`config.mk`:
```
export PLATFORM = sky130hd
export DESIGN_NAME = tmr_first_timer
export DESIGN_NICKNAME = d
export VERILOG_FILES = /design/src/logic/tmr_pkg.sv /design/src/logic/tmr_first_timer.sv
export SDC_FILE = /design/constraint.sdc
export NUM_CORES = 1
export LEC_CHECK = 0
export BUFFER_PORTS_ARGS = -buffer_cell sky130_fd_sc_hd__clkbuf_2
export CAP_MARGIN = 10
export CORE_MARGIN = 2
export CORE_UTILIZATION = 55
export DETAILED_ROUTE_END_ITERATION = 7
export PLACE_DENSITY = 0.83
export SETUP_SLACK_MARGIN = 0.5
export SYNTH_ARGS = -nofsm -noshare
export SYNTH_HDL_FRONTEND = slang
export SYNTH_SLANG_ARGS = --single-unit
```
`constraint.sdc`:
```
create_clock -name clk_sys -period 3.8 [get_ports clk_sys]
set_input_delay 0.19 -clock clk_sys [delete_from_list [all_inputs] [get_ports clk_sys]]
set_output_delay 0.19 -clock clk_sys [all_outputs]
set_load 0.01 [all_outputs]
```
`src/logic/tmr_pkg.sv`:
```
// Constants and types shared by the first timer count and control block
package tmr_pkg;
  // -------------------------------------------------------------------------
  // Register map (indices; byte address is four times the index)
  // -------------------------------------------------------------------------
  localparam logic [5:0] TMR_IDX_COUNT = 6'h00;
  localparam logic [5:0] TMR_IDX_CTRL = 6'h01;
  localparam logic [5:0] TMR_IDX_RUN = 6'h02;
  localparam logic [5:0] TMR_IDX_LAST = 6'h3b;
  localparam int TMR_ADDR_W = 8;
  localparam logic [1:0] TMR_RESP_OKAY = 2'h0;
  localparam logic [1:0] TMR_RESP_DECERR = 2'h3;
  // -------------------------------------------------------------------------
  // Control register fields and reset values
  // -------------------------------------------------------------------------
  localparam int TMR_SEL_LSB = 0;
  localparam int TMR_RELOAD_BIT = 4;
  localparam int TMR_TONE_BIT = 5;
  localparam logic [3:0] TMR_SEL_RESET = 4'he;
  localparam logic TMR_RELOAD_RESET = 1'h1;
  localparam logic TMR_TONE_RESET = 1'h1;
  localparam int TMR_RUN_BIT = 0;
  // -------------------------------------------------------------------------
  // Clock select codes and divider tap positions
  // -------------------------------------------------------------------------
  localparam logic [3:0] TMR_SEL_EXT0 = 4'h0;
  localparam logic [3:0] TMR_SEL_EXT1 = 4'h1;
  localparam logic [3:0] TMR_SEL_S13A = 4'h2;
  localparam logic [3:0] TMR_SEL_S13B = 4'h3;
  localparam logic [3:0] TMR_SEL_S11 = 4'h4;
  localparam logic [3:0] TMR_SEL_S9 = 4'h5;
  localparam logic [3:0] TMR_SEL_S7 = 4'h6;
  localparam logic [3:0] TMR_SEL_S5 = 4'h7;
  localparam logic [3:0] TMR_SEL_F6 = 4'h8;
  localparam logic [3:0] TMR_SEL_F0 = 4'he;
  localparam logic [3:0] TMR_SEL_FAST = 4'hf;
  localparam int TMR_SLOW_W = 14;
  localparam int TMR_FAST_W = 7;
  localparam int TMR_TAP_S13 = 13;
  localparam int TMR_TAP_S11 = 11;
  localparam int TMR_TAP_S9 = 9;
  localparam int TMR_TAP_S7 = 7;
  localparam int TMR_TAP_S5 = 5;
  localparam int TMR_TAP_F6 = 6;

  typedef struct packed {
    logic toneEn;
    logic reloadMode;
    logic [3:0] clkSel;
  } tmr_ctrl_t;

  localparam tmr_ctrl_t TMR_CTRL_RESET = '{toneEn: TMR_TONE_RESET,
    reloadMode: TMR_RELOAD_RESET, clkSel: TMR_SEL_RESET};
endpackage

```
`src/logic/tmr_first_timer.sv`:
```
// First 8-bit timer: count/preload and control registers behind AXI4-Lite
// ---------------------------------------------------------------------------
// ---------------------------------------------------------------------------
`timescale 1ns/10ps
module tmr_first_timer import tmr_pkg::*; #(
  parameter int COUNT_W = 8
) (
  input wire logic clk_sys,
  input wire logic sys_rst,
  input wire logic slowOscTick,
  input wire logic externalCountInput,
  output logic toneOutputFirst,
  output logic counterOverflow,
  input wire logic [TMR_ADDR_W-1:0] s_axi_awaddr,
  input wire logic s_axi_awvalid,
  output logic s_axi_awready,
  input wire logic [31:0] s_axi_wdata,
  input wire logic [3:0] s_axi_wstrb,
  input wire logic s_axi_wvalid,
  output logic s_axi_wready,
  output logic [1:0] s_axi_bresp,
  output logic s_axi_bvalid,
  input wire logic s_axi_bready,
  input wire logic [TMR_ADDR_W-1:0] s_axi_araddr,
  input wire logic s_axi_arvalid,
  output logic s_axi_arready,
  output logic [31:0] s_axi_rdata,
  output logic [1:0] s_axi_rresp,
  output logic s_axi_rvalid,
  input wire logic s_axi_rready
);
  if (COUNT_W < 1 || COUNT_W > 32) begin : g_chk
    $error("COUNT_W must be 1..32");
  end

  // ---------------------------------------------------------------------------
  // State
  // ---------------------------------------------------------------------------
  logic [TMR_ADDR_W-1:0] awAddr_reg, awAddr_next;
  logic awHave_reg, awHave_next;
  logic [31:0] wData_reg, wData_next;
  logic wByte0_reg, wByte0_next;
  logic wHave_reg, wHave_next;
  logic bValid_reg, bValid_next;
  logic [1:0] bResp_reg, bResp_next;
  logic rValid_reg, rValid_next;
  logic [1:0] rResp_reg, rResp_next;
  logic [31:0] rData_reg, rData_next;
  tmr_ctrl_t ctrl_reg, ctrl_next;
  logic run_reg, run_next;
  logic [COUNT_W-1:0] count_reg, count_next;
  logic [COUNT_W-1:0] preload_reg, preload_next;
  logic [TMR_SLOW_W-1:0] slowChain_reg, slowChain_next;
  logic [TMR_FAST_W-1:0] fastChain_reg, fastChain_next;
  logic extPrev_reg, extPrev_next;
  logic tone_reg, tone_next;
  logic ovf_reg, ovf_next;

  // ---------------------------------------------------------------------------
  // Divider taps: tap k pulses once per 2^(k+1) input edges
  // ---------------------------------------------------------------------------
  logic [TMR_SLOW_W-1:0] slowTap;
  logic [TMR_FAST_W-1:0] fastTap;
  logic countTick;
  logic doWrite;
  logic [5:0] wIdx;
  logic [5:0] rIdx;
  logic wInRange;
  logic rInRange;

  for (genvar k = 0; k < TMR_SLOW_W; k++) begin : g_slowTap
    assign slowTap[k] = slowOscTick && (&slowChain_reg[k:0]);
  end
  for (genvar k = 0; k < TMR_FAST_W; k++) begin : g_fastTap
    assign fastTap[k] = &fastChain_reg[k:0];
  end

  // ---------------------------------------------------------------------------
  // Count clock selection
  // ---------------------------------------------------------------------------
  always_comb begin
    case (ctrl_reg.clkSel)
      TMR_SEL_EXT0, TMR_SEL_EXT1: countTick = externalCountInput && !extPrev_reg;
      TMR_SEL_S13A, TMR_SEL_S13B: countTick = slowTap[TMR_TAP_S13];
      TMR_SEL_S11: countTick = slowTap[TMR_TAP_S11];
      TMR_SEL_S9: countTick = slowTap[TMR_TAP_S9];
      TMR_SEL_S7: countTick = slowTap[TMR_TAP_S7];
      TMR_SEL_S5: countTick = slowTap[TMR_TAP_S5];
      TMR_SEL_FAST: countTick = 1'b1;
      default: begin
        // Codes 1000..1110 walk the fast taps downward from tap 6
        countTick = fastTap[TMR_TAP_F6 - int'(ctrl_reg.clkSel - TMR_SEL_F6)];
      end
    endcase
  end

  // ---------------------------------------------------------------------------
  // Bus decode
  // ---------------------------------------------------------------------------
  always_comb begin
    wIdx = awAddr_reg[7:2];
    rIdx = s_axi_araddr[7:2];
    // Only word-aligned addresses inside the block's window are answered OKAY
    wInRange = (awAddr_reg[1:0] == 2'h0) && (wIdx <= TMR_IDX_LAST);
    rInRange = (s_axi_araddr[1:0] == 2'h0) && (rIdx <= TMR_IDX_LAST);
    doWrite = awHave_reg && wHave_reg && !bValid_reg;
  end

  // ---------------------------------------------------------------------------
  // Next state
  // ---------------------------------------------------------------------------
  always_comb begin
    awAddr_next = awAddr_reg;
    awHave_next = awHave_reg;
    wData_next = wData_reg;
    wByte0_next = wByte0_reg;
    wHave_next = wHave_reg;
    bValid_next = bValid_reg;
    bResp_next = bResp_reg;

    if (s_axi_awvalid && s_axi_awready) begin
      awAddr_next = s_axi_awaddr;
      awHave_next = 1'b1;
    end
    if (s_axi_wvalid && s_axi_wready) begin
      wData_next = s_axi_wdata;
      wByte0_next = s_axi_wstrb[0];
      wHave_next = 1'b1;
    end
    if (bValid_reg && s_axi_bready) begin
      bValid_next = 1'b0;
    end
    if (doWrite) begin
      awHave_next = 1'b0;
      wHave_next = 1'b0;
      bValid_next = 1'b1;
      bResp_next = wInRange ? TMR_RESP_OKAY : TMR_RESP_DECERR;
    end
  end

  always_comb begin
    ctrl_next = ctrl_reg;
    run_next = run_reg;
    count_next = count_reg;
    preload_next = preload_reg;
    tone_next = tone_reg;
    ovf_next = 1'b0;
    extPrev_next = externalCountInput;
    fastChain_next = fastChain_reg + 1'b1;
    slowChain_next = slowOscTick ? slowChain_reg + 1'b1 : slowChain_reg;

    // Counting; a register write in the same cycle overrides it below
    if (run_reg && countTick) begin
      if (&count_reg) begin
        ovf_next = 1'b1;
        count_next = preload_reg;
        tone_next = ctrl_reg.toneEn ? !tone_reg : 1'b0;
        if (!ctrl_reg.reloadMode) begin
          run_next = 1'b0;
        end
      end else begin
        count_next = count_reg + 1'b1;
      end
    end
    if (!ctrl_reg.toneEn) begin
      tone_next = 1'b0;
    end

    if (doWrite) begin
      if (wInRange && wByte0_reg) begin
        case (wIdx)
          TMR_IDX_COUNT: begin
            preload_next = wData_reg[COUNT_W-1:0];
            count_next = wData_reg[COUNT_W-1:0];
          end
          TMR_IDX_CTRL: begin
            ctrl_next.clkSel = wData_reg[TMR_SEL_LSB +: 4];
            ctrl_next.reloadMode = wData_reg[TMR_RELOAD_BIT];
            ctrl_next.toneEn = wData_reg[TMR_TONE_BIT];
          end
          TMR_IDX_RUN: run_next = wData_reg[TMR_RUN_BIT];
          default: begin
          end
        endcase
      end
    end
  end

  always_comb begin
    rValid_next = rValid_reg;
    rResp_next = rResp_reg;
    rData_next = rData_reg;
    if (rValid_reg && s_axi_rready) begin
      rValid_next = 1'b0;
    end
    if (s_axi_arvalid && s_axi_arready) begin
      rValid_next = 1'b1;
      rResp_next = rInRange ? TMR_RESP_OKAY : TMR_RESP_DECERR;
      rData_next = 32'h0;
      if (rInRange) begin
        case (rIdx)
          TMR_IDX_COUNT: rData_next[COUNT_W-1:0] = count_reg;
          TMR_IDX_CTRL: begin
            rData_next[TMR_SEL_LSB +: 4] = ctrl_reg.clkSel;
            rData_next[TMR_RELOAD_BIT] = ctrl_reg.reloadMode;
            rData_next[TMR_TONE_BIT] = ctrl_reg.toneEn;
          end
          TMR_IDX_RUN: rData_next[TMR_RUN_BIT] = run_reg;
          default: rData_next = 32'h0;
        endcase
      end
    end
  end

  // ---------------------------------------------------------------------------
  // Registers
  // ---------------------------------------------------------------------------
  always_ff @(posedge clk_sys) begin
    if (sys_rst) begin
      awAddr_reg <= '0;
      awHave_reg <= 1'b0;
      wData_reg <= 32'h0;
      wByte0_reg <= 1'b0;
      wHave_reg <= 1'b0;
      bValid_reg <= 1'b0;
      bResp_reg <= TMR_RESP_OKAY;
    end else begin
      awAddr_reg <= awAddr_next;
      awHave_reg <= awHave_next;
      wData_reg <= wData_next;
      wByte0_reg <= wByte0_next;
      wHave_reg <= wHave_next;
      bValid_reg <= bValid_next;
      bResp_reg <= bResp_next;
    end
  end

  always_ff @(posedge clk_sys) begin
    if (sys_rst) begin
      rValid_reg <= 1'b0;
      rResp_reg <= TMR_RESP_OKAY;
      rData_reg <= 32'h0;
    end else begin
      rValid_reg <= rValid_next;
      rResp_reg <= rResp_next;
      rData_reg <= rData_next;
    end
  end

  always_ff @(posedge clk_sys) begin
    if (sys_rst) begin
      ctrl_reg <= TMR_CTRL_RESET;
      run_reg <= 1'b0;
      count_reg <= '0;
      preload_reg <= '0;
      slowChain_reg <= '0;
      fastChain_reg <= '0;
      // Start high so a level already high at reset is not counted as an edge
      extPrev_reg <= 1'b1;
      tone_reg <= 1'b0;
      ovf_reg <= 1'b0;
    end else begin
      ctrl_reg <= ctrl_next;
      run_reg <= run_next;
      count_reg <= count_next;
      preload_reg <= preload_next;
      slowChain_reg <= slowChain_next;
      fastChain_reg <= fastChain_next;
      extPrev_reg <= extPrev_next;
      tone_reg <= tone_next;
      ovf_reg <= ovf_next;
    end
  end

  // ---------------------------------------------------------------------------
  // Outputs
  // ---------------------------------------------------------------------------
  // One address and one data word are held at a time; no new ones until answered
  assign s_axi_awready = !awHave_reg && !bValid_reg;
  assign s_axi_wready = !wHave_reg && !bValid_reg;
  assign s_axi_bvalid = bValid_reg;
  assign s_axi_bresp = bResp_reg;
  assign s_axi_arready = !rValid_reg;
  assign s_axi_rvalid = rValid_reg;
  assign s_axi_rresp = rResp_reg;
  assign s_axi_rdata = rData_reg;
  assign toneOutputFirst = tone_reg;
  assign counterOverflow = ovf_reg;
endmodule

```
## Word level (Yosys, flattened, before mapping)

Cells that the tools add are included.

| cells by class | value |
|---|---|
| $add $sub $neg | 5 |
| $lt $le $gt $ge | 3 |
| eq/ne operators | 12 |
| muxes and demuxes | 26 |
| bitwise gates (word level) | 2 |
| reductions and logical operators | 52 |

Operator list:

| operator | number |
|---|---|
| 8-bit two-way mux | 6 |
| 1-bit logical AND | 19 |
| 4-bit by 3-bit equality test with 1-bit output (second input constant) | 4 |
| 8-bit AND reduction | 2 |
| 14-bit by 1-bit adder with 14-bit output (second input constant) | 1 |
| 14-bit AND reduction | 1 |
| 1-bit two-way mux | 13 |
| 6-bit by 1-bit equality test with 1-bit output (second input constant) | 2 |
| 6-bit by 2-bit equality test with 1-bit output (second input constant) | 2 |
| 6-bit <= comparator (second input constant) | 2 |
| 6-bit logical NOT | 2 |
| 12-bit AND reduction | 1 |
| 6-bit AND reduction | 2 |
| 5-bit case mux with 2 select lines | 1 |
| 10-bit AND reduction | 1 |
| 2-bit OR reduction | 5 |
| 3-bit AND reduction | 3 |
| 9-bit AND reduction | 1 |
| 8-bit by 1-bit adder with 8-bit output (second input constant) | 1 |
| 4-bit by 2-bit equality test with 1-bit output (second input constant) | 2 |
| 7-bit by 1-bit adder with 7-bit output (second input constant) | 1 |
| 1-bit case mux with 7 select lines | 1 |
| 7-bit AND reduction | 1 |
| 1-bit logical NOT | 6 |
| other kinds (15) | 20 |

| word-level totals | value |
|---|---|
| flip-flop bits (word level) | 104 |
| input bits | 61 |
| output and inout bits | 43 |
| logic and storage cells | 121 |

## Logic depth before layout (Yosys ltp)

| depth | value |
|---|---|
| depth after elaboration | 11 |
| mapped depth | 8 |
| gate-level depth less buffers | 8 |

## Worst setup path after synthesis

OpenSTA, ideal clock, no wires.

| timing path | value |
|---|---|
| path type | reg2reg |
| from | register ctrl_reg[0] (netlist bit) |
| to | register count_reg[6] |
| library setup time | 88 ps |
| arrival | 2320 ps |
| data required time | 3712 ps |
| path slack | 1392 ps |
| stages on the path, launching flop included | 8 |
| path buffers | 0 |
| cell sequence | dfxtp_1 -> ha_1 -> o211ai_2 -> a221oi_2 -> nand3b_4 -> a22oi_1 -> mux2_2 -> nor4_2 |

| between the ends | value |
|---|---|
| cells in the longest elaborated chain, start to end | 11 |
| elaborated cells on any way between the ends | 22 |
| those cells by class | add/sub: 2; eq/ne: 8; mux: 8; reduce/logical: 4 |

RTL lines:

| element | line | RTL |
|---|---|---|
| start, declared | tmr_first_timer.sv:49 | `tmr_ctrl_t ctrl_reg, ctrl_next;` |
| start signal, assigned | tmr_first_timer.sv:263 | `ctrl_reg <= ctrl_next;` |
| 4-bit by 4-bit subtractor with 5-bit output | tmr_first_timer.sv:92 | `countTick = fastTap[TMR_TAP_F6 - int'(ctrl_reg.clkSel - TMR_SEL_F6)];` |
| 4-bit by 5-bit subtractor with 6-bit output | tmr_first_timer.sv:92 |  |
| 1-bit binary-select mux with 3-bit select | tmr_first_timer.sv:92 |  |
| 1-bit two-way mux (implied by the code) (2 in a row) | tmr_first_timer.sv:92 |  |
| 1-bit case mux with 7 select lines * | tmr_first_timer.sv:82 | `case (ctrl_reg.clkSel)` |
| 1-bit logical AND * | tmr_first_timer.sv:153 | `if (run_reg && countTick) begin` |
| 8-bit two-way mux * | tmr_first_timer.sv:153 |  |
| 8-bit two-way mux | tmr_first_timer.sv:171 | `case (wIdx)` |
| 8-bit two-way mux | tmr_first_timer.sv:170 | `if (wInRange && wByte0_reg) begin` |
| 8-bit two-way mux * | tmr_first_timer.sv:169 | `if (doWrite) begin` |
| end signal, assigned | tmr_first_timer.sv:265 | `count_reg <= count_next;` |
| end, declared | tmr_first_timer.sv:51 | `logic [COUNT_W-1:0] count_reg, count_next;` |

Every way passes the cells marked *; elsewhere a longest branch is shown, timed or not. The select of a mux whose other input is x is not followed.
A chain may end at the register's enable or synchronous reset.

## Worst setup path in the final report

Same ends and word-level chain as after synthesis.

==> reports/qor.txt <==
status = finished, final reports clean
Die Footprint = 7690 um2
Tmin final = 2.78 ns
Starting Density = 0.567
Post-synth EDFFs = 0
met2 Track Usage GR = 0.351
vias = 3220
area of the core = 6790 um2
Crit Path Class = register to register
DR iter-0 viols = 111
CP delay by family, top = compound AO/OA/AOI/OAI gates
Hold Path Class = input pin to register
P_leak = 1.74 nW
Layout Cells excl Fill = 599
drt total wl = 8000 um
final hold vios = 0
Critical Path End Type = register
Worst Path Buf+Inv = 0
Post-Synthesis Cells = 455
Crit Path Max Fanout = 9
chip height = 87.7 um
post-cts sizing count = 0
Synth Flop Type = dfxtp_1
Root Buffer = clkbuf_8
Distinct cells, synth = 57
PwrDens = 389 nW/um2
Seq/Total Area, Yosys = 0.405
slowest cell on the critical path = a22oi_1
Remaining DRCs = 0
FFs w/ async S/R, synth = 0
GRT Max-Usage Layer = met2
# diodes = 0
period utilisation layout = 0.732
YS warnings = 0
H-tree depth = 3
Synth-to-Final Area Change = 11.4%
Synth Area per Inst = 8.47 um2
Hold Buf Count CTS = 0
# setup viols final = 0
Post-Synthesis Cell Area = 3850 um2
Routed Antenna Nets = 0
num ports = 104
Max Cap Viol = 0
CTS buffer count = 9
clk sinks = 78
met3 usage = 0.0368
synthesis-stage register bit count = 78
cells along the critical path = ha_1 > o211ai_2 > a221oi_2 > nand3b_4 > a22oi_1 > mux2_2 > nor4_2
CTS Buffer Depth = 2
fillcell total = 608
CP peak stage delay = 0.57 ns
GP Congestion = 0.881
most frequent cells in the layout = 78 x dfxtp_1, 74 x nand2_1, 52 x clkbuf_2
max FFs per register = 14
Slew Viols, Final = 0
Power, Total = 1.67 mW
Worst Path Required = 4.07 ns
Critical Path Source Type = register
TritonRoute pass-1 iters = 4
largest net degree at the start of global routing = 49
Worst-Margin Slew = 0.713 ns
number of buffers added on ports = 52
Final TNS setup = 0 ns
# rows = 30
grt met1 use = 0.281
clock-pin slew on the worst setup and hold paths = 0.08 ns
vias in the first global route = 2974
overall routing resource usage = 0.218
Die Wd = 87.7 um
commonest non-fill, non-tap cell in the layout = dfxtp_1
fraction of layout cells with a size suffix above 1 = 0.181
Placed Cells = 583
DR WL/cell = 13.4 um
Post-DP HPWL = 5840 um
Slew Limit Headroom = 0.522
grt ovf = 0
first-pass GRT wire length = 13200 um
Worst EP arrival = 3.05 ns
initial antenna violation count = 0
Skew-Pair Late Insertion Delay = 0.35 ns
Post-CTS Setup Inserts = 0
Via density = 5.38
Peak VDD IR = 251 uV
Final #Nets = 568
RSZ-0062 raised after global routing = no
final setup skew = 0.00571 ns
Max Fclk = 360 MHz
CTS tree = yes
## area by class of cell
| type | count | area, um2 | area share |
|---|---|---|---|
| Timing Repair Buffer | 54 | 275 | 0.0642 |
| Sequential cell | 78 | 1560 | 0.364 |
| Tap cell | 96 | 120 | 0.0280 |
| Multi-Input combinational cell | 342 | 2060 | 0.481 |
| Inverter | 13 | 48.8 | 0.0114 |
| Clock buffer | 10 | 138 | 0.0321 |
| Clock inverter | 6 | 85.1 | 0.0198 |
## power by group
group	total [mW]	switching [mW]	internal [mW]
logic	0.122	0.0762	0.0457
registers	0.863	0.0237	0.840
clock network	0.686	0.301	0.385
## kinds of logic after synthesis
logic type	share of synthesized area
XOR/XNOR	0.0364
adder cells (fa/ha/maj)	0.0292
AND/OR/NAND/NOR	0.238
buffers and inverters	0.0818
AO/OA/AOI/OAI	0.155
multiplexers	0.0539
flip-flops	0.405
other	0.000973
## per-stage QoR
step           instance area, um2  hold WS [ns]  setup slack [ns]   util
3_3_place_gp                 4070         0.379              1.05  0.599
4_1_cts                      4290        0.0171              1.01  0.631
5_1_grt                      4290        0.0257             0.842  0.631
2_1_floorplan                3940         0.289              1.39      -
3_5_place_dp                 4070         0.395              1.02  0.599
6_report                     4290        0.0250              1.02  0.631
## metal layers
layer | vias up | share of wire
li1 | 1632 | -
met1 | 1479 | 0.45
met2 | 95 | 0.47
met3 | 14 | 0.053
met4 | 0 | 0.020
met5 | - | 0
## worst paths after layout
kind | from | end | slack, ns | depth (start not counted)
setup / recovery | ctrl_reg[0]$_SDFFE_PP0P_ | count_reg[6]$_SDFF_PP0_ | 1.02 | 7
hold / removal | s_axi_rready | s_axi_rvalid$_SDFFE_PP0P_ | 0.02 | 2
setup reg to reg | ctrl_reg[0]$_SDFFE_PP0P_ | count_reg[6]$_SDFF_PP0_ | 1.02 | 7
hold reg to reg | preload_reg[4]$_SDFFE_PP0P_ | preload_reg[4]$_SDFFE_PP0P_ | 0.46 | 2
## synth_stat cells, types with 3 or more instances
library cell	instances	area share
nor2b_1	4	0.0065
a22oi_1	8	0.016
mux2i_1	14	0.036
a21o_1	3	0.0058
xor2_1	12	0.027
dfxtp_1	78	0.41
xnor2_1	4	0.0091
nor3_1	6	0.0078
inv_1	13	0.013
o21ai_0	10	0.013
buf_4	26	0.051
nand2_1	74	0.072
a211oi_1	5	0.0097
clkbuf_1	18	0.018
a21oi_1	39	0.051
and4_1	4	0.0091
or3_1	5	0.0081
nand4_1	9	0.015
mux2_2	6	0.018
nor2_1	43	0.042
o22ai_1	5	0.0081
ha_1	9	0.029
and2_1	5	0.0081
nand3_1	14	0.018
No activity file was read; power rests on OpenSTA's default activity.
